<file path="config.mk">
export PLATFORM = sky130hd
export DESIGN_NAME = icp_ctrl_port
export DESIGN_NICKNAME = d
export VERILOG_FILES = /design/src/logic/icp_pkg.sv /design/src/logic/icp_reg_if.sv /design/src/logic/icp_ctrl_port.sv /design/src/logic/icp_pin_sync.sv /design/src/logic/icp_reg_file.sv
export VERILOG_INCLUDE_DIRS = /design/src /design/src/logic
export SDC_FILE = /design/constraint.sdc
export NUM_CORES = 1
export LEC_CHECK = 0
export ABC_AREA = 1
export ABC_CLOCK_PERIOD_IN_PS = 1900
export BUFFER_PORTS_ARGS = -buffer_cell sky130_fd_sc_hd__clkbuf_2
export CAP_MARGIN = 25
export CORE_MARGIN = 5
export CORE_UTILIZATION = 45
export CTS_CLUSTER_SIZE = 20
export DETAILED_ROUTE_END_ITERATION = 6
export GPL_ROUTABILITY_DRIVEN = 0
export PLACE_DENSITY = 0.7
export SYNTH_ARGS = -nofsm -noshare
export SYNTH_HDL_FRONTEND = slang
export SYNTH_SLANG_ARGS = --single-unit
</file>
<file path="constraint.sdc">
create_clock -name clk -period 1.9 [get_ports clk]
set_input_delay 0.38 -clock clk [delete_from_list [all_inputs] [get_ports clk]]
set_output_delay 0.38 -clock clk [all_outputs]
set_load 0.005 [all_outputs]
</file>
<file path="src/logic/icp_regs.svh">
// Constants of the two-wire control port: addresses, defaults, masks, timing
`ifndef ICP_REGS_SVH
`define ICP_REGS_SVH

// Register file shape
`define ICP_REG_COUNT 4
`define ICP_ADDR_W 2
`define ICP_REG0_IDX 2'h0
`define ICP_REG1_IDX 2'h1
`define ICP_REG2_IDX 2'h2
`define ICP_REG3_IDX 2'h3
`define ICP_ADDR_FIRST 2'h0

// Defaults after reset or power-down
`define ICP_REG0_RST 8'h01
`define ICP_REG1_RST 8'h55
`define ICP_REG2_RST 8'h00
`define ICP_REG3_RST 8'h00

// Writable bits; the others keep their fixed default
`define ICP_REG0_MASK 8'h75
`define ICP_REG1_MASK 8'h3f
`define ICP_REG2_MASK 8'h77
`define ICP_REG3_MASK 8'h07

// Slave address: fixed upper six bits, seventh bit from the select pin
`define ICP_DEV_ADDR_HI 6'h09
`define ICP_RW_READ 1'h1

// Byte framing
`define ICP_LAST_BIT 4'h7
`define ICP_BYTE_BITS 4'h8

// Pin positions in the synchroniser vector
`define ICP_PIN_SCL 0
`define ICP_PIN_SDA 1
`define ICP_PIN_ADSEL 2
`define ICP_PIN_PDN 3
`define ICP_PIN_COUNT 4
`define ICP_PIN_RST 4'h3

// Timing
`define ICP_CLK_NS 8
`define ICP_SCL_MAX_KHZ 400
`define ICP_SCL_HIGH_MIN_NS 600
`define ICP_HOLD_NS 300
`define ICP_HOLD_CYC ((`ICP_HOLD_NS + `ICP_CLK_NS - 1) / `ICP_CLK_NS)
`define ICP_SCL_HIGH_MIN_CYC (`ICP_SCL_HIGH_MIN_NS / `ICP_CLK_NS)
`define ICP_CNT_W 7

`endif

</file>
<file path="src/logic/icp_pkg.sv">
// Types shared by the two-wire control port modules
package icp_pkg;

   typedef enum logic [9:0] {
      ST_IDLE = 10'h001,
      ST_ADDR = 10'h002,
      ST_ACK_ADDR = 10'h004,
      ST_REG = 10'h008,
      ST_ACK_REG = 10'h010,
      ST_WDATA = 10'h020,
      ST_ACK_WDATA = 10'h040,
      ST_RDATA = 10'h080,
      ST_RACK = 10'h100,
      ST_WAIT_STOP = 10'h200
   } icp_state_e;

   typedef struct packed {
      icp_state_e state;
      logic [7:0] shift;
      logic [3:0] bitCnt;
      logic rw;
      logic [1:0] addrCnt;
      logic ackSeen;
      logic sdaLow;
      logic sdaOe;
      logic [6:0] holdCnt;
      logic [6:0] highCnt;
      logic sclPrev;
      logic sdaPrev;
      logic wrEn;
      logic [1:0] wrAddr;
      logic [7:0] wrData;
      logic fastScl;
   } icp_ctrl_s;

endpackage : icp_pkg

</file>
<file path="src/logic/icp_reg_if.sv">
// Register access channel between the bus engine and the register store
`timescale 1ns/1ps
interface icp_reg_if;
   logic wrEn;
   logic [1:0] addr;
   logic [7:0] wrData;
   logic [7:0] rdData;

   modport engine (output wrEn, output addr, output wrData, input rdData);
   modport store (input wrEn, input addr, input wrData, output rdData);
endinterface : icp_reg_if

</file>
<file path="src/logic/icp_ctrl_port.sv">
// Two-wire slave control port: bit engine, address counter and register store
`timescale 1ns/1ps
`include "icp_regs.svh"

module icp_ctrl_port (
   // Clock and reset
   input wire logic clk,
   input wire logic srst,
   // Bus pins
   input wire logic sclPin,
   input wire logic sdaIn,
   output logic sdaOut,
   output logic sdaOe,
   // Strap and power pins
   input wire logic addressSelectPin,
   input wire logic powerDownPinN,
   // Register contents and status
   output logic [`ICP_REG_COUNT*8-1:0] ctrlRegs,
   output logic busActive,
   output logic sclTooFast
);

   ////////////////////////////////////////////////////////////////////////////
   // Pin synchronisers and local reset

   logic [`ICP_PIN_COUNT-1:0] pinLevel;
   logic sclF;
   logic sdaF;
   logic adselF;
   logic pdnF;
   logic clear;

   icp_pin_sync #(
      .W(`ICP_PIN_COUNT),
      .RST_VAL(`ICP_PIN_RST)
   ) u_sync (
      .clk(clk),
      .srst(srst),
      .pinRaw({powerDownPinN, addressSelectPin, sdaIn, sclPin}),
      .pinLevel(pinLevel)
   );

   assign sclF = pinLevel[`ICP_PIN_SCL];
   assign sdaF = pinLevel[`ICP_PIN_SDA];
   assign adselF = pinLevel[`ICP_PIN_ADSEL];
   assign pdnF = pinLevel[`ICP_PIN_PDN];

   // Engine and registers are held cleared while the power-down pin is low
   assign clear = srst | ~pdnF;

   ////////////////////////////////////////////////////////////////////////////
   // Register store

   icp_reg_if regBus ();

   icp_reg_file u_regs (
      .clk(clk),
      .clear(clear),
      .bus(regBus),
      .regsOut(ctrlRegs)
   );

   ////////////////////////////////////////////////////////////////////////////
   // Engine state

   icp_pkg::icp_ctrl_s s_r;
   icp_pkg::icp_ctrl_s s_nxt;

   logic sclRise;
   logic sclFall;
   logic startSeen;
   logic stopSeen;
   logic addrMatch;
   logic byteDone;
   logic lastTxBit;

   assign sclRise = sclF & ~s_r.sclPrev;
   assign sclFall = ~sclF & s_r.sclPrev;
   assign startSeen = sclF & s_r.sclPrev & s_r.sdaPrev & ~sdaF;
   assign stopSeen = sclF & s_r.sclPrev & ~s_r.sdaPrev & sdaF;
   assign addrMatch = (s_r.shift[7:1] == {`ICP_DEV_ADDR_HI, adselF});

   // Eighth falling edge closes a received byte
   assign byteDone = sclFall && (s_r.bitCnt == `ICP_BYTE_BITS);
   assign lastTxBit = (s_r.bitCnt == `ICP_LAST_BIT);

   // Address counter step; the two-bit width gives the wrap from 3 to 0
   function automatic logic [1:0] nextAddr(input logic [1:0] a);
      return a + 2'h1;
   endfunction : nextAddr

   // Open drain: a zero bit is sent by pulling the line low
   function automatic logic pullFor(input logic b);
      return ~b;
   endfunction : pullFor

   // Writes carry their own address; otherwise the counter selects the read
   assign regBus.wrEn = s_r.wrEn;
   assign regBus.addr = s_r.wrEn ? s_r.wrAddr : s_r.addrCnt;
   assign regBus.wrData = s_r.wrData;

   ////////////////////////////////////////////////////////////////////////////
   // Next-state logic

   always_comb begin
      s_nxt = s_r;
      s_nxt.wrEn = 1'b0;
      s_nxt.sclPrev = sclF;
      s_nxt.sdaPrev = sdaF;

      // Clock high time below fast-mode minimum flags an over-speed bus
      if (sclF) begin
         if (s_r.highCnt != 7'h7f) begin
            s_nxt.highCnt = s_r.highCnt + 7'h01;
         end
      end else begin
         s_nxt.highCnt = 7'h00;
      end
      if (sclFall && (s_r.highCnt < 7'(`ICP_SCL_HIGH_MIN_CYC))) begin
         s_nxt.fastScl = 1'b1;
      end else if (startSeen) begin
         s_nxt.fastScl = 1'b0;
      end

      // Pin drive follows the wanted level only after the hold time
      if (s_r.holdCnt != 7'h00) begin
         s_nxt.holdCnt = s_r.holdCnt - 7'h01;
      end else begin
         s_nxt.sdaOe = s_r.sdaLow;
      end

      if (startSeen) begin
         s_nxt.state = icp_pkg::ST_ADDR;
         s_nxt.bitCnt = 4'h0;
         s_nxt.sdaLow = 1'b0;
      end else if (stopSeen) begin
         s_nxt.state = icp_pkg::ST_IDLE;
         s_nxt.sdaLow = 1'b0;
      end else begin
         case (s_r.state)
            // Receive phases: address, register address, write data
            icp_pkg::ST_ADDR,
            icp_pkg::ST_REG,
            icp_pkg::ST_WDATA: begin
               if (sclRise) begin
                  s_nxt.shift = {s_r.shift[6:0], sdaF};
                  s_nxt.bitCnt = s_r.bitCnt + 4'h1;
               end else if (byteDone) begin
                  s_nxt.bitCnt = 4'h0;
                  if (s_r.state == icp_pkg::ST_ADDR) begin
                     if (addrMatch) begin
                        s_nxt.rw = s_r.shift[0];
                        s_nxt.sdaLow = 1'b1;
                        s_nxt.state = icp_pkg::ST_ACK_ADDR;
                     end else begin
                        s_nxt.state = icp_pkg::ST_WAIT_STOP;
                     end
                  end else if (s_r.state == icp_pkg::ST_REG) begin
                     s_nxt.addrCnt = s_r.shift[1:0];
                     s_nxt.sdaLow = 1'b1;
                     s_nxt.state = icp_pkg::ST_ACK_REG;
                  end else begin
                     s_nxt.wrEn = 1'b1;
                     s_nxt.wrAddr = s_r.addrCnt;
                     s_nxt.wrData = s_r.shift;
                     s_nxt.addrCnt = nextAddr(s_r.addrCnt);
                     s_nxt.sdaLow = 1'b1;
                     s_nxt.state = icp_pkg::ST_ACK_WDATA;
                  end
               end
            end
            // Acknowledge of the address byte turns the bus round for reads
            icp_pkg::ST_ACK_ADDR: begin
               if (sclFall) begin
                  if (s_r.rw == `ICP_RW_READ) begin
                     s_nxt.shift = regBus.rdData;
                     s_nxt.sdaLow = pullFor(regBus.rdData[7]);
                     s_nxt.addrCnt = nextAddr(s_r.addrCnt);
                     s_nxt.state = icp_pkg::ST_RDATA;
                  end else begin
                     s_nxt.sdaLow = 1'b0;
                     s_nxt.state = icp_pkg::ST_REG;
                  end
               end
            end
            icp_pkg::ST_ACK_REG,
            icp_pkg::ST_ACK_WDATA: begin
               if (sclFall) begin
                  s_nxt.sdaLow = 1'b0;
                  s_nxt.state = icp_pkg::ST_WDATA;
               end
            end
            // Transmit phases: data bits, then the master's acknowledge
            icp_pkg::ST_RDATA: begin
               if (sclFall) begin
                  if (lastTxBit) begin
                     s_nxt.bitCnt = 4'h0;
                     s_nxt.sdaLow = 1'b0;
                     s_nxt.state = icp_pkg::ST_RACK;
                  end else begin
                     s_nxt.shift = {s_r.shift[6:0], 1'b0};
                     s_nxt.sdaLow = pullFor(s_r.shift[6]);
                     s_nxt.bitCnt = s_r.bitCnt + 4'h1;
                  end
               end
            end
            // A released line at the ninth rise is a no-acknowledge
            icp_pkg::ST_RACK: begin
               if (sclRise) begin
                  s_nxt.ackSeen = ~sdaF;
               end else if (sclFall) begin
                  if (s_r.ackSeen) begin
                     s_nxt.shift = regBus.rdData;
                     s_nxt.sdaLow = pullFor(regBus.rdData[7]);
                     s_nxt.addrCnt = nextAddr(s_r.addrCnt);
                     s_nxt.state = icp_pkg::ST_RDATA;
                  end else begin
                     s_nxt.state = icp_pkg::ST_WAIT_STOP;
                  end
               end
            end
            // Bus ignored until the next start or stop
            icp_pkg::ST_WAIT_STOP: begin
               s_nxt.sdaLow = 1'b0;
            end
            default: begin
               s_nxt.sdaLow = 1'b0;
            end
         endcase
      end

      // Every drive change waits out the hold time after the clock falls
      if (sclFall) begin
         s_nxt.holdCnt = 7'(`ICP_HOLD_CYC);
      end
   end

   ////////////////////////////////////////////////////////////////////////////
   // State register

   always_ff @(posedge clk) begin
      if (clear) begin
         s_r.state <= icp_pkg::ST_IDLE;
         s_r.shift <= 8'h00;
         s_r.bitCnt <= 4'h0;
         s_r.rw <= 1'b0;
         s_r.addrCnt <= `ICP_ADDR_FIRST;
         s_r.ackSeen <= 1'b0;
         s_r.sdaLow <= 1'b0;
         s_r.sdaOe <= 1'b0;
         s_r.holdCnt <= 7'h00;
         s_r.highCnt <= 7'h00;
         s_r.sclPrev <= 1'b1;
         s_r.sdaPrev <= 1'b1;
         s_r.wrEn <= 1'b0;
         s_r.wrAddr <= `ICP_ADDR_FIRST;
         s_r.wrData <= 8'h00;
         s_r.fastScl <= 1'b0;
      end else begin
         s_r <= s_nxt;
      end
   end

   ////////////////////////////////////////////////////////////////////////////
   // Outputs

   // Open drain: the pin is only ever pulled low
   assign sdaOut = 1'b0;
   assign sdaOe = s_r.sdaOe;
   assign busActive = (s_r.state != icp_pkg::ST_IDLE);
   assign sclTooFast = s_r.fastScl;

endmodule : icp_ctrl_port

</file>
<file path="src/logic/icp_pin_sync.sv">
// Three-stage pin synchroniser that accepts a level once stages two and three agree
`timescale 1ns/1ps
`include "icp_regs.svh"
module icp_pin_sync #(
   parameter int W = `ICP_PIN_COUNT,
   parameter logic [W-1:0] RST_VAL = `ICP_PIN_RST
) (
   // Clock and reset
   input wire logic clk,
   input wire logic srst,
   // Pins and filtered levels
   input wire logic [W-1:0] pinRaw,
   output logic [W-1:0] pinLevel
);

   typedef struct packed {
      logic [W-1:0] s1;
      logic [W-1:0] s2;
      logic [W-1:0] s3;
      logic [W-1:0] level;
   } icp_sync_s;

   icp_sync_s s_r;
   icp_sync_s s_nxt;

   always_comb begin
      s_nxt = s_r;
      s_nxt.s1 = pinRaw;
      s_nxt.s2 = s_r.s1;
      s_nxt.s3 = s_r.s2;
      for (int i = 0; i < W; i++) begin
         if (s_r.s2[i] == s_r.s3[i]) begin
            s_nxt.level[i] = s_r.s3[i];
         end
      end
   end

   always_ff @(posedge clk) begin
      if (srst) begin
         s_r <= {RST_VAL, RST_VAL, RST_VAL, RST_VAL};
      end else begin
         s_r <= s_nxt;
      end
   end

   assign pinLevel = s_r.level;

endmodule : icp_pin_sync

</file>
<file path="src/logic/icp_reg_file.sv">
// Four control registers with fixed bits, defaults and registered read data
`timescale 1ns/1ps
`include "icp_regs.svh"
module icp_reg_file (
   // Clock and clear
   input wire logic clk,
   input wire logic clear,
   // Access channel
   icp_reg_if.store bus,
   // Register contents
   output logic [`ICP_REG_COUNT*8-1:0] regsOut
);

   typedef struct packed {
      logic [`ICP_REG_COUNT-1:0][7:0] regs;
      logic [7:0] rd;
   } icp_store_s;

   icp_store_s s_r;
   icp_store_s s_nxt;

   function automatic logic [7:0] rstVal(input logic [1:0] idx);
      if (idx == `ICP_REG0_IDX) begin
         return `ICP_REG0_RST;
      end else if (idx == `ICP_REG1_IDX) begin
         return `ICP_REG1_RST;
      end else if (idx == `ICP_REG2_IDX) begin
         return `ICP_REG2_RST;
      end else begin
         return `ICP_REG3_RST;
      end
   endfunction : rstVal

   function automatic logic [7:0] wrMask(input logic [1:0] idx);
      if (idx == `ICP_REG0_IDX) begin
         return `ICP_REG0_MASK;
      end else if (idx == `ICP_REG1_IDX) begin
         return `ICP_REG1_MASK;
      end else if (idx == `ICP_REG2_IDX) begin
         return `ICP_REG2_MASK;
      end else begin
         return `ICP_REG3_MASK;
      end
   endfunction : wrMask

   always_comb begin
      s_nxt = s_r;
      if (bus.wrEn) begin
         s_nxt.regs[bus.addr] = (bus.wrData & wrMask(bus.addr)) |
            (rstVal(bus.addr) & ~wrMask(bus.addr));
      end
      s_nxt.rd = s_r.regs[bus.addr];
   end

   always_ff @(posedge clk) begin
      if (clear) begin
         for (int i = 0; i < `ICP_REG_COUNT; i++) begin
            s_r.regs[i] <= rstVal(2'(i));
         end
         s_r.rd <= `ICP_REG0_RST;
      end else begin
         s_r <= s_nxt;
      end
   end

   assign bus.rdData = s_r.rd;
   assign regsOut = s_r.regs;

endmodule : icp_reg_file

</file>
==> results.sh, run 1 <==
export IMPL_cp_top_family="simple AND/OR/NAND/NOR gates"
export IMPL_tns_ns=0
export IMPL_setup_viol=0
export IMPL_cts_num_sinks=106
export IMPL_synth_top_area_cell="dfxtp_1"
export IMPL_num_rows=38
export IMPL_setup_worst_path_end="s_r[55]"
export IMPL_reg2reg_slack_ns=0.12
export IMPL_syn_area_sq_um=4910
export IMPL_period_minus_slack_ns=1.78
export IMPL_drt_vias_per_instance=5.06
export IMPL_top_usage_layer="met2"
export IMPL_met3_usage_pct=3.38
export IMPL_synth_area_leaders="dfxtp_1, nand2_1, nor2_1, inv_1, a21oi_1"
export IMPL_cts_max_path_buffers=2
export IMPL_drc=0
export IMPL_syn_area_per_cell_sq_um=6.95
export IMPL_leakage_nw=2.51
export IMPL_gr_total_overflow=0
export IMPL_cp_max_fo=9
export IMPL_status="complete, no violations"
export IMPL_hold_viol_final=0
export IMPL_totalWireLength_microns=11500
export IMPL_die_x_microns=114
export IMPL_critPathBufInv=3
export IMPL_slowest_stage="dfxtp_1"
export IMPL_grt_pass1_vias=4260
export IMPL_synth_top_area_share_pct=43.2
export IMPL_design_die_area_sq_um=13100
export IMPL_grtUsageMet1_pct=23.2
export IMPL_place_hpwl_microns=8390
export IMPL_synth_seq_cells=106
export IMPL_cts_tree="built"
export IMPL_htreeDepth=3
export IMPL_core_area_sq_um=10800
export IMPL_critical_path_startpoint="u_sync.pinLevel[0]"
export IMPL_start_util_pct=45.5
export IMPL_startpoint_type="register"
export IMPL_nFillCells=1042
export IMPL_crit_cells=12
export IMPL_clockRootBuffer="clkbuf_8"
export IMPL_grt_max_degree=40
export IMPL_grt_first_pass_wirelength_microns=19300
export IMPL_clk_pin_slew_ns=0.11
export IMPL_grtUsageTotal_pct=17.9
export IMPL_insertion_delay_ns=0.37
export IMPL_antenna_cells=0
export IMPL_report_final_slew_viol_count=0
export IMPL_nNetsFinal=774
export IMPL_yosysUniqueCellTypes=39
export IMPL_crit_chain="inv_2 > nand2_2 > inv_2 > nand4_1 > nand2_1 > nand2_1 > nor2_2 > nand2_4 > inv_4 > nand2_1 > nand2_1 > nor2_1"
export IMPL_numCtsBuffers=9
export IMPL_arrival_ns=2.06
export IMPL_hold_start="addressSelectPin"
export IMPL_antenna_found_initial=0
export IMPL_drive_gt1_share_pct=18.5
export IMPL_drv_cap=0
export IMPL_cts_hold_buffers=0
export IMPL_fmax_mhz=560
export IMPL_fin_area_sq_um=5650
export IMPL_vdd_drop_max_mv=0.328
export IMPL_syn_inst=707
export IMPL_period_share_pct=93.9
export IMPL_layout_area_overhead_vs_synth_pct=15.0
export IMPL_pin_count=42
export IMPL_cp_common_cell="nand2_1"
export IMPL_ant_nets=0
export IMPL_ys_seq_area_share_pct=43.2
export IMPL_critPathRequiredTime_ns=2.18
export IMPL_route_vias_total=4595
export IMPL_worstSetupPathType="register to register"
export IMPL_wire_per_inst_microns=12.7
export IMPL_port_buffers=36
export IMPL_r2r_end="s_r[55]"
export IMPL_slowest_delay_ns=0.34
export IMPL_die_height_microns=114
export IMPL_use_met2_pct=29.1
export IMPL_drt_initial_drc_count=293
export IMPL_first_pass_iters=5
export IMPL_endpoint_kind="register"
export IMPL_regToRegStartpoint="u_sync.pinLevel[0]"
export IMPL_hp_class="input port to register"
export IMPL_placed_area_sq_um=5290
export IMPL_ys_warn_count=0
export IMPL_r2r_cells=12
export IMPL_p_per_area_nw_per_um2=652
export IMPL_skew_ns=0.0122
[logic make-up after synthesis]
kind of cell | count (synthesis) | synth area share [%]
simple gates | 362 | 32.1
buf+inv | 116 | 9.78
fa+ha+maj | 5 | 1.27
compound gates | 110 | 12.4
xor+xnor | 7 | 1.25
flops | 106 | 43.2
other cells | 1 | 0.0763
[flip-flops by register name (all words and copies together), names as in the netlist]
name,flops
u_regs.regsOut,28
regBus.wrEn,1
sclTooFast,1
u_sync.s_nxt,8
u_sync.s_r,4
sdaOe,1
u_sync.pinLevel,4
u_regs.bus.rdData,7
s_r,45
regBus.wrData,7
[how the worst min path moves through the flow]
stage / depth (start not counted) / slack (ns) / endpoint
2_1_floorplan: 2 / 0.39 / u_sync.s_nxt[6]
3_3_place_gp: 2 / 0.39 / u_sync.s_nxt[7]
3_5_place_dp: 2 / 0.40 / u_sync.s_nxt[6]
4_1_cts: 2 / 0.18 / u_sync.s_nxt[8]
5_1_grt: 2 / 0.18 / u_sync.s_nxt[9]
6_report: 3 / 0.20 / u_sync.s_nxt[10]
[cells in the final DEF (no fill, tap or decap), drive strengths merged]
master,n
a211oi,1
a21oi,42
a22oi,4
a31oi,4
buf,21
bufinv,1
clkbuf,46
clkinv,4
conb,5
dfxtp,106
ha,5
inv,100
nand2,163
nand3,41
nand4,7
nor2,132
nor3,11
nor3b,2
nor4,1
o2111ai,1
o211ai,10
o21a,1
o21ai,46
o41ai,1
or2,6
xnor2,1
xor2,6
[Yosys cell counts (all sizes together)]
library cell,count
a31oi,4
nor4,1
a22oi,4
xnor2,1
conb,1
o2111ai,1
nor3,11
ha,5
nand3,40
nand2,163
buf,11
or2,6
nor3b,2
clkbuf,6
o211ai,10
a211oi,1
o21a,1
o41ai,1
xor2,6
o21ai,46
dfxtp,106
nor2,132
inv,99
a21oi,42
nand4,7
[through the flow]
| stage | worst slack [ns] | utilization [%] | hold WS [ns] | total power, W | instances |
|---|---|---|---|---|---|
| 2_1_floorplan | 0.299 | - | 0.388 | 0.00231 | 711 |
| 3_3_place_gp | 0.0171 | 49.0 | 0.389 | 0.00231 | 885 |
| 3_5_place_dp | -0.0100 | 49.0 | 0.399 | 0.00231 | 885 |
| 4_1_cts | 0.0142 | 51.0 | 0.182 | 0.00371 | 901 |
| 5_1_grt | -0.0658 | 52.3 | 0.180 | 0.00382 | 908 |
| 6_report | 0.115 | 52.3 | 0.198 | 0.00368 | 908 |
[report_power, final]
group	internal, W	total [W]	switching [W]
Combinational	0.0000123	0.0000281	0.0000158
Sequential	0.00223	0.00223	0.00000334
Clock	0.000651	0.00142	0.000770
Total	0.00289	0.00368	0.000790
[metal layers]
metal | up-vias | part of all wire, %
met5 | - | 0
met4 | 0 | 2.4
met3 | 27 | 4.9
met2 | 123 | 47
met1 | 2107 | 45
li1 | 2338 | -
[worst reg2reg max path, cell delays in order (launching register included)]
cell	delay, ns
dfxtp_1	0.34
inv_2	0.10
nand2_2	0.10
inv_2	0.15
nand4_1	0.25
nand2_1	0.18
nand2_1	0.08
nor2_2	0.14
nand2_4	0.10
inv_4	0.10
nand2_1	0.05
nand2_1	0.06
nor2_1	0.04
[final cells by class]
cell class | count | area (sq um) | share of cell area (%)
Multi-Input combinational cell | 490 | 2410 | 42.6
Sequential cell | 106 | 2130 | 37.7
Inverter | 99 | 379 | 6.71
Timing Repair Buffer | 57 | 354 | 6.27
Tap cell | 140 | 175 | 3.10
Clock buffer | 10 | 138 | 2.44
Clock inverter | 6 | 65.1 | 1.15
[repair_timing]
| item | 4_1_cts | 5_1_grt |
|---|---|---|
| pin swaps | 0 | 5 |
| gates cloned | 0 | 1 |
| setup endpoints to repair | 2 | 34 |
| setup buffers | 0 | 6 |
| resized for setup | 2 | 26 |
Power figures use the tool's default switching activity.
==> inputs of run 2 (changes only) <==
RECOVER_POWER = 50   (was not set)
==> results.sh, run 2 (same netlist as run 1, synthesis figures left out) <==
export IMPL_hp_class="input port to register"
export IMPL_timing_final_ws_setup_ns=0.115
export IMPL_status="complete, no violations"
export IMPL_worstSetupPathType="register to register"
export IMPL_placed_area_sq_um=5290
export IMPL_nFillCells=1056
export IMPL_grtUsageTotal_pct=17.9
export IMPL_grt_pass1_vias=4260
export IMPL_setup_viol=0
export IMPL_critPathRequiredTime_ns=2.17
export IMPL_multi_input_area_sq_um=2400
export IMPL_fin_total_pwr_w=0.00368
export IMPL_insertion_delay_ns=0.36
export IMPL_num_rows=38
export IMPL_wire_per_inst_microns=12.7
export IMPL_fmax_mhz=560
export IMPL_antenna_cells=0
export IMPL_post_place_ws_ns=-0.0100
export IMPL_totalWireLength_microns=11500
export IMPL_die_height_microns=114
export IMPL_gr_total_overflow=0
export IMPL_design_die_area_sq_um=13100
export IMPL_start_util_pct=45.5
export IMPL_top_register="s_r"
export IMPL_grt_first_pass_wirelength_microns=19300
export IMPL_clk_pin_slew_ns=0.10
export IMPL_htreeDepth=3
export IMPL_cts_hold_buffers=0
export IMPL_ant_nets=0
export IMPL_pin_count=42
export IMPL_period_share_pct=94.0
export IMPL_drv_cap=0
export IMPL_ff_latch_area_sq_um=2130
export IMPL_drt_initial_drc_count=253
export IMPL_report_final_slew_viol_count=0
export IMPL_startpoint_type="register"
export IMPL_layout_area_overhead_vs_synth_pct=14.2
export IMPL_place_hpwl_microns=8390
export IMPL_clockRootBuffer="clkbuf_8"
export IMPL_tns_ns=0
export IMPL_drt_vias_per_instance=5.06
export IMPL_final_common_cell="nand2_1"
export IMPL_drc=0
export IMPL_antenna_found_initial=0
export IMPL_p_per_area_nw_per_um2=655
export IMPL_period_minus_slack_ns=1.79
export IMPL_skew_ns=0.00992
export IMPL_vdd_drop_max_mv=0.328
export IMPL_fin_area_sq_um=5610
export IMPL_die_x_microns=114
export IMPL_route_vias_total=4597
export IMPL_largest_reg_flops=45
export IMPL_numCtsBuffers=9
export IMPL_grt_max_degree=40
export IMPL_slew_headroom_pct=63.1
export IMPL_endpoint_kind="register"
export IMPL_nNetsFinal=774
export IMPL_cts_tree="built"
export IMPL_cp_max_fo=9
export IMPL_first_pass_iters=5
export IMPL_cts_num_sinks=106
export IMPL_port_buffers=36
export IMPL_leakage_nw=2.44
export IMPL_cts_max_path_buffers=2
export IMPL_drive_gt1_share_pct=15.6
export IMPL_final_cell_mix="nand2_1, nor2_1, dfxtp_1, inv_1"
export IMPL_finish_utilization_pct=52.0
export IMPL_arrival_ns=2.06
export IMPL_core_area_sq_um=10800
export IMPL_tightest_slew_ns=0.554
export IMPL_hold_viol_final=0
## run 2: final timing paths
kind                 startpoint          endpoint  slack, ns  cells past startpoint
max          u_sync.pinLevel[0]           s_r[55]       0.11                     12
min            addressSelectPin  u_sync.s_nxt[10]       0.20                      3
max reg2reg  u_sync.pinLevel[0]           s_r[55]       0.11                     12
min reg2reg    u_sync.s_nxt[10]   u_sync.s_nxt[6]       0.41                      2
## run 2: layout make-up
cell class / count / share of cell area (%)
Inverter: 99 / 6.76
Timing Repair Buffer: 57 / 5.71
Sequential cell: 106 / 37.9
Tap cell: 140 / 3.12
Clock buffer: 10 / 2.45
Multi-Input combinational cell: 490 / 42.9
Clock inverter: 6 / 1.16
## run 2: layer usage
layer  wire [microns]  share of wire [%]  vias to the layer above  track usage [%]
met2             5490                 48                      133             29.1
li1                 -                  -                     2335                -
met5                0                  0                        -                0
met1             5140                 45                     2105             23.2
met4              277                2.4                        0             7.60
met3              610                5.3                       24             3.38
## run 2: repair_timing
item	in CTS	in global routing
buffers inserted	0	6
gates cloned	0	1
endpoints found under the setup margin	2	34
gates resized for setup	2	26
pin swaps	0	5
## run 2: metrics by stage
stage,cells,hold slack (ns)
finish,908,0.200
global route,908,0.180
CTS,901,0.182
detailed placement,885,0.399
global placement,885,0.389
floorplan,711,0.388
## run 2: power breakdown
| group | leakage (nW) | switching, W | internal [W] |
|---|---|---|---|
| combinational | 1.47 | 0.0000156 | 0.0000110 |
| sequential | 0.859 | 0.00000335 | 0.00223 |
| clock | 0.108 | 0.000766 | 0.000651 |
| total | 2.44 | 0.000785 | 0.00289 |
## run 2: worst max-delay path, stage by stage, from the launching register on
cell and delay [ns]:
dfxtp_1 0.34, inv_2 0.10, nand2_2 0.10, inv_2 0.15, nand4_1 0.25, nand2_1 0.19, nand2_1 0.08, nor2_2 0.14
nand2_4 0.10, inv_4 0.10, nand2_1 0.05, nand2_1 0.06, nor2_1 0.04
==> inputs of run 3 (changes only) <==
ABC_CLOCK_PERIOD_IN_PS = not set   (was 1900)
PLACE_DENSITY = 0.64   (was 0.7)
clock period = 2.15 ns   (was 1.9 ns; I/O delays follow)
==> results.sh, run 3 (same netlist as run 1, synthesis figures left out) <==
export IMPL_r2r_end="s_r[48]"
export IMPL_core_area_sq_um=10800
export IMPL_p_clk_share_pct=37.6
export IMPL_clockRootBuffer="clkbuf_8"
export IMPL_r2r_cells=11
export IMPL_drt_initial_drc_count=362
export IMPL_numCtsBuffers=9
export IMPL_endpoint_kind="register"
export IMPL_m1WireLength_microns=5420
export IMPL_swShare_pct=24.0
export IMPL_leakage_nw=2.35
export IMPL_startpoint_type="register"
export IMPL_worstSetupPathType="register to register"
export IMPL_nNetsFinal=761
export IMPL_drt_vias_per_instance=4.98
export IMPL_skew_ns=0.0136
export IMPL_tns_ns=0
export IMPL_regToRegStartpoint="s_r[48]"
export IMPL_hold_depth=3
export IMPL_drv_cap=0
export IMPL_report_final_slew_viol_count=0
export IMPL_pin_count=42
export IMPL_first_pass_iters=5
export IMPL_period_share_pct=88.2
export IMPL_worstHoldEndpoint="u_sync.s_nxt[10]"
export IMPL_totalWireLength_microns=11500
export IMPL_fmax_mhz=527
export IMPL_hp_class="input port to register"
export IMPL_comb_power_share_pct=0.7
export IMPL_route_vias_total=4459
export IMPL_wl_met2_microns=5390
export IMPL_routed_wl_met3_microns=459
export IMPL_cts_resized=0
export IMPL_design_die_area_sq_um=13100
export IMPL_hold_start="addressSelectPin"
export IMPL_arrival_ns=2.18
export IMPL_finish_utilization_pct=50.2
export IMPL_grt_pass1_vias=4166
export IMPL_cts_num_sinks=106
export IMPL_die_x_microns=114
export IMPL_num_rows=38
export IMPL_gr_total_overflow=0
export IMPL_layout_area_overhead_vs_synth_pct=10.3
export IMPL_cts_tree="built"
export IMPL_grtUsageTotal_pct=18.2
export IMPL_vdd_drop_max_mv=0.468
export IMPL_final_cell_mix="nand2_1, nor2_1, dfxtp_1, inv_1"
export IMPL_htreeDepth=3
export IMPL_power_frac_seq_pct=61.7
export IMPL_place_hpwl_microns=8550
export IMPL_final_common_cell="nand2_1"
export IMPL_critPathRequiredTime_ns=2.43
export IMPL_intPower_w=0.00243
export IMPL_power_switching_w=0.000770
export IMPL_antenna_cells=0
export IMPL_status="complete, no violations"
export IMPL_grt_max_degree=41
export IMPL_fin_total_pwr_w=0.00320
export IMPL_slew_headroom_pct=46.7
export IMPL_tightest_slew_ns=0.799
export IMPL_largest_reg_flops=45
export IMPL_setup_viol=0
export IMPL_cts_hold_buffers=0
export IMPL_period_minus_slack_ns=1.90
export IMPL_port_buffers=36
export IMPL_ant_nets=0
export IMPL_grt_first_pass_wirelength_microns=19200
export IMPL_drc=0
export IMPL_hold_viol_final=0
export IMPL_rsz0062_at_grt="no"
export IMPL_die_height_microns=114
export IMPL_cts_max_path_buffers=2
export IMPL_wire_per_inst_microns=12.8
export IMPL_drive_gt1_share_pct=12.1
export IMPL_reg2reg_slack_ns=0.25
export IMPL_top_register="s_r"
export IMPL_dr_max_layer_used="met4"
export IMPL_antenna_found_initial=0
export IMPL_insertion_delay_ns=0.39
export IMPL_start_util_pct=45.5
export IMPL_cp_max_fo=11
export IMPL_clk_pin_slew_ns=0.11
export IMPL_p_per_area_nw_per_um2=590
export IMPL_post_cts_buffers=0
run 3: worst max-delay path by stage:
stage	from	to	slack (ns)	depth (start not counted)
final	s_r[48]	s_r[48]	0.25	11
after global routing	s_r[48]	s_r[9]	0.04	10
after detailed placement	s_r[53]	s_r[41]	0.19	12
after floorplan	s_r[34]	s_r[40]	0.55	14
after global placement	s_r[53]	s_r[38]	0.28	12
after CTS	s_r[53]	s_r[38]	0.16	12
run 3: power groups by stage:
stage	logic, W	clock network [W]	registers, W
after detailed placement	0.0000255	0	0.00202
after CTS	0.0000256	0.00124	0.00197
final	0.0000237	0.00120	0.00197
after floorplan	0.0000222	0	0.00202
after global routing	0.0000279	0.00133	0.00198
after global placement	0.0000249	0	0.00202
run 3: metal layers:
layer,up-vias,global-route usage [%]
li1,2313,-
met1,2045,23.1
met2,82,29.6
met3,19,4.12
met4,0,7.36
met5,-,0
run 3: area by class of cell:
| cell class | instances | area (sq um) |
|---|---|---|
| Tap cell | 140 | 175 |
| Fill cell | 1090 | 5370 |
| Multi-Input combinational cell | 489 | 2320 |
| Inverter | 99 | 374 |
| Sequential cell | 106 | 2120 |
| Clock inverter | 7 | 68.8 |
| Clock buffer | 9 | 124 |
| Timing Repair Buffer | 45 | 230 |
run 3: critical path: stages (launching register included):
cell     delay, ns
dfxtp_1       0.40
nor2_1        0.09
nand2_2       0.10
inv_2         0.06
nand3_1       0.13
nand3_2       0.23
nand2_1       0.17
nand2_1       0.08
nor2_2        0.14
nand2_4       0.10
o21ai_0       0.22
nor2_1        0.07
run 3: stage by stage:
| step | cells | worst slack [ns] | hold slack [ns] | instance area (sq um) |
|---|---|---|---|---|
| after floorplan | 711 | 0.549 | 0.388 | 4930 |
| after global placement | 878 | 0.275 | 0.398 | 5240 |
| after detailed placement | 878 | 0.187 | 0.396 | 5240 |
| after CTS | 894 | 0.158 | 0.202 | 5430 |
| after global routing | 895 | 0.0367 | 0.202 | 5420 |
| final | 895 | 0.253 | 0.221 | 5420 |
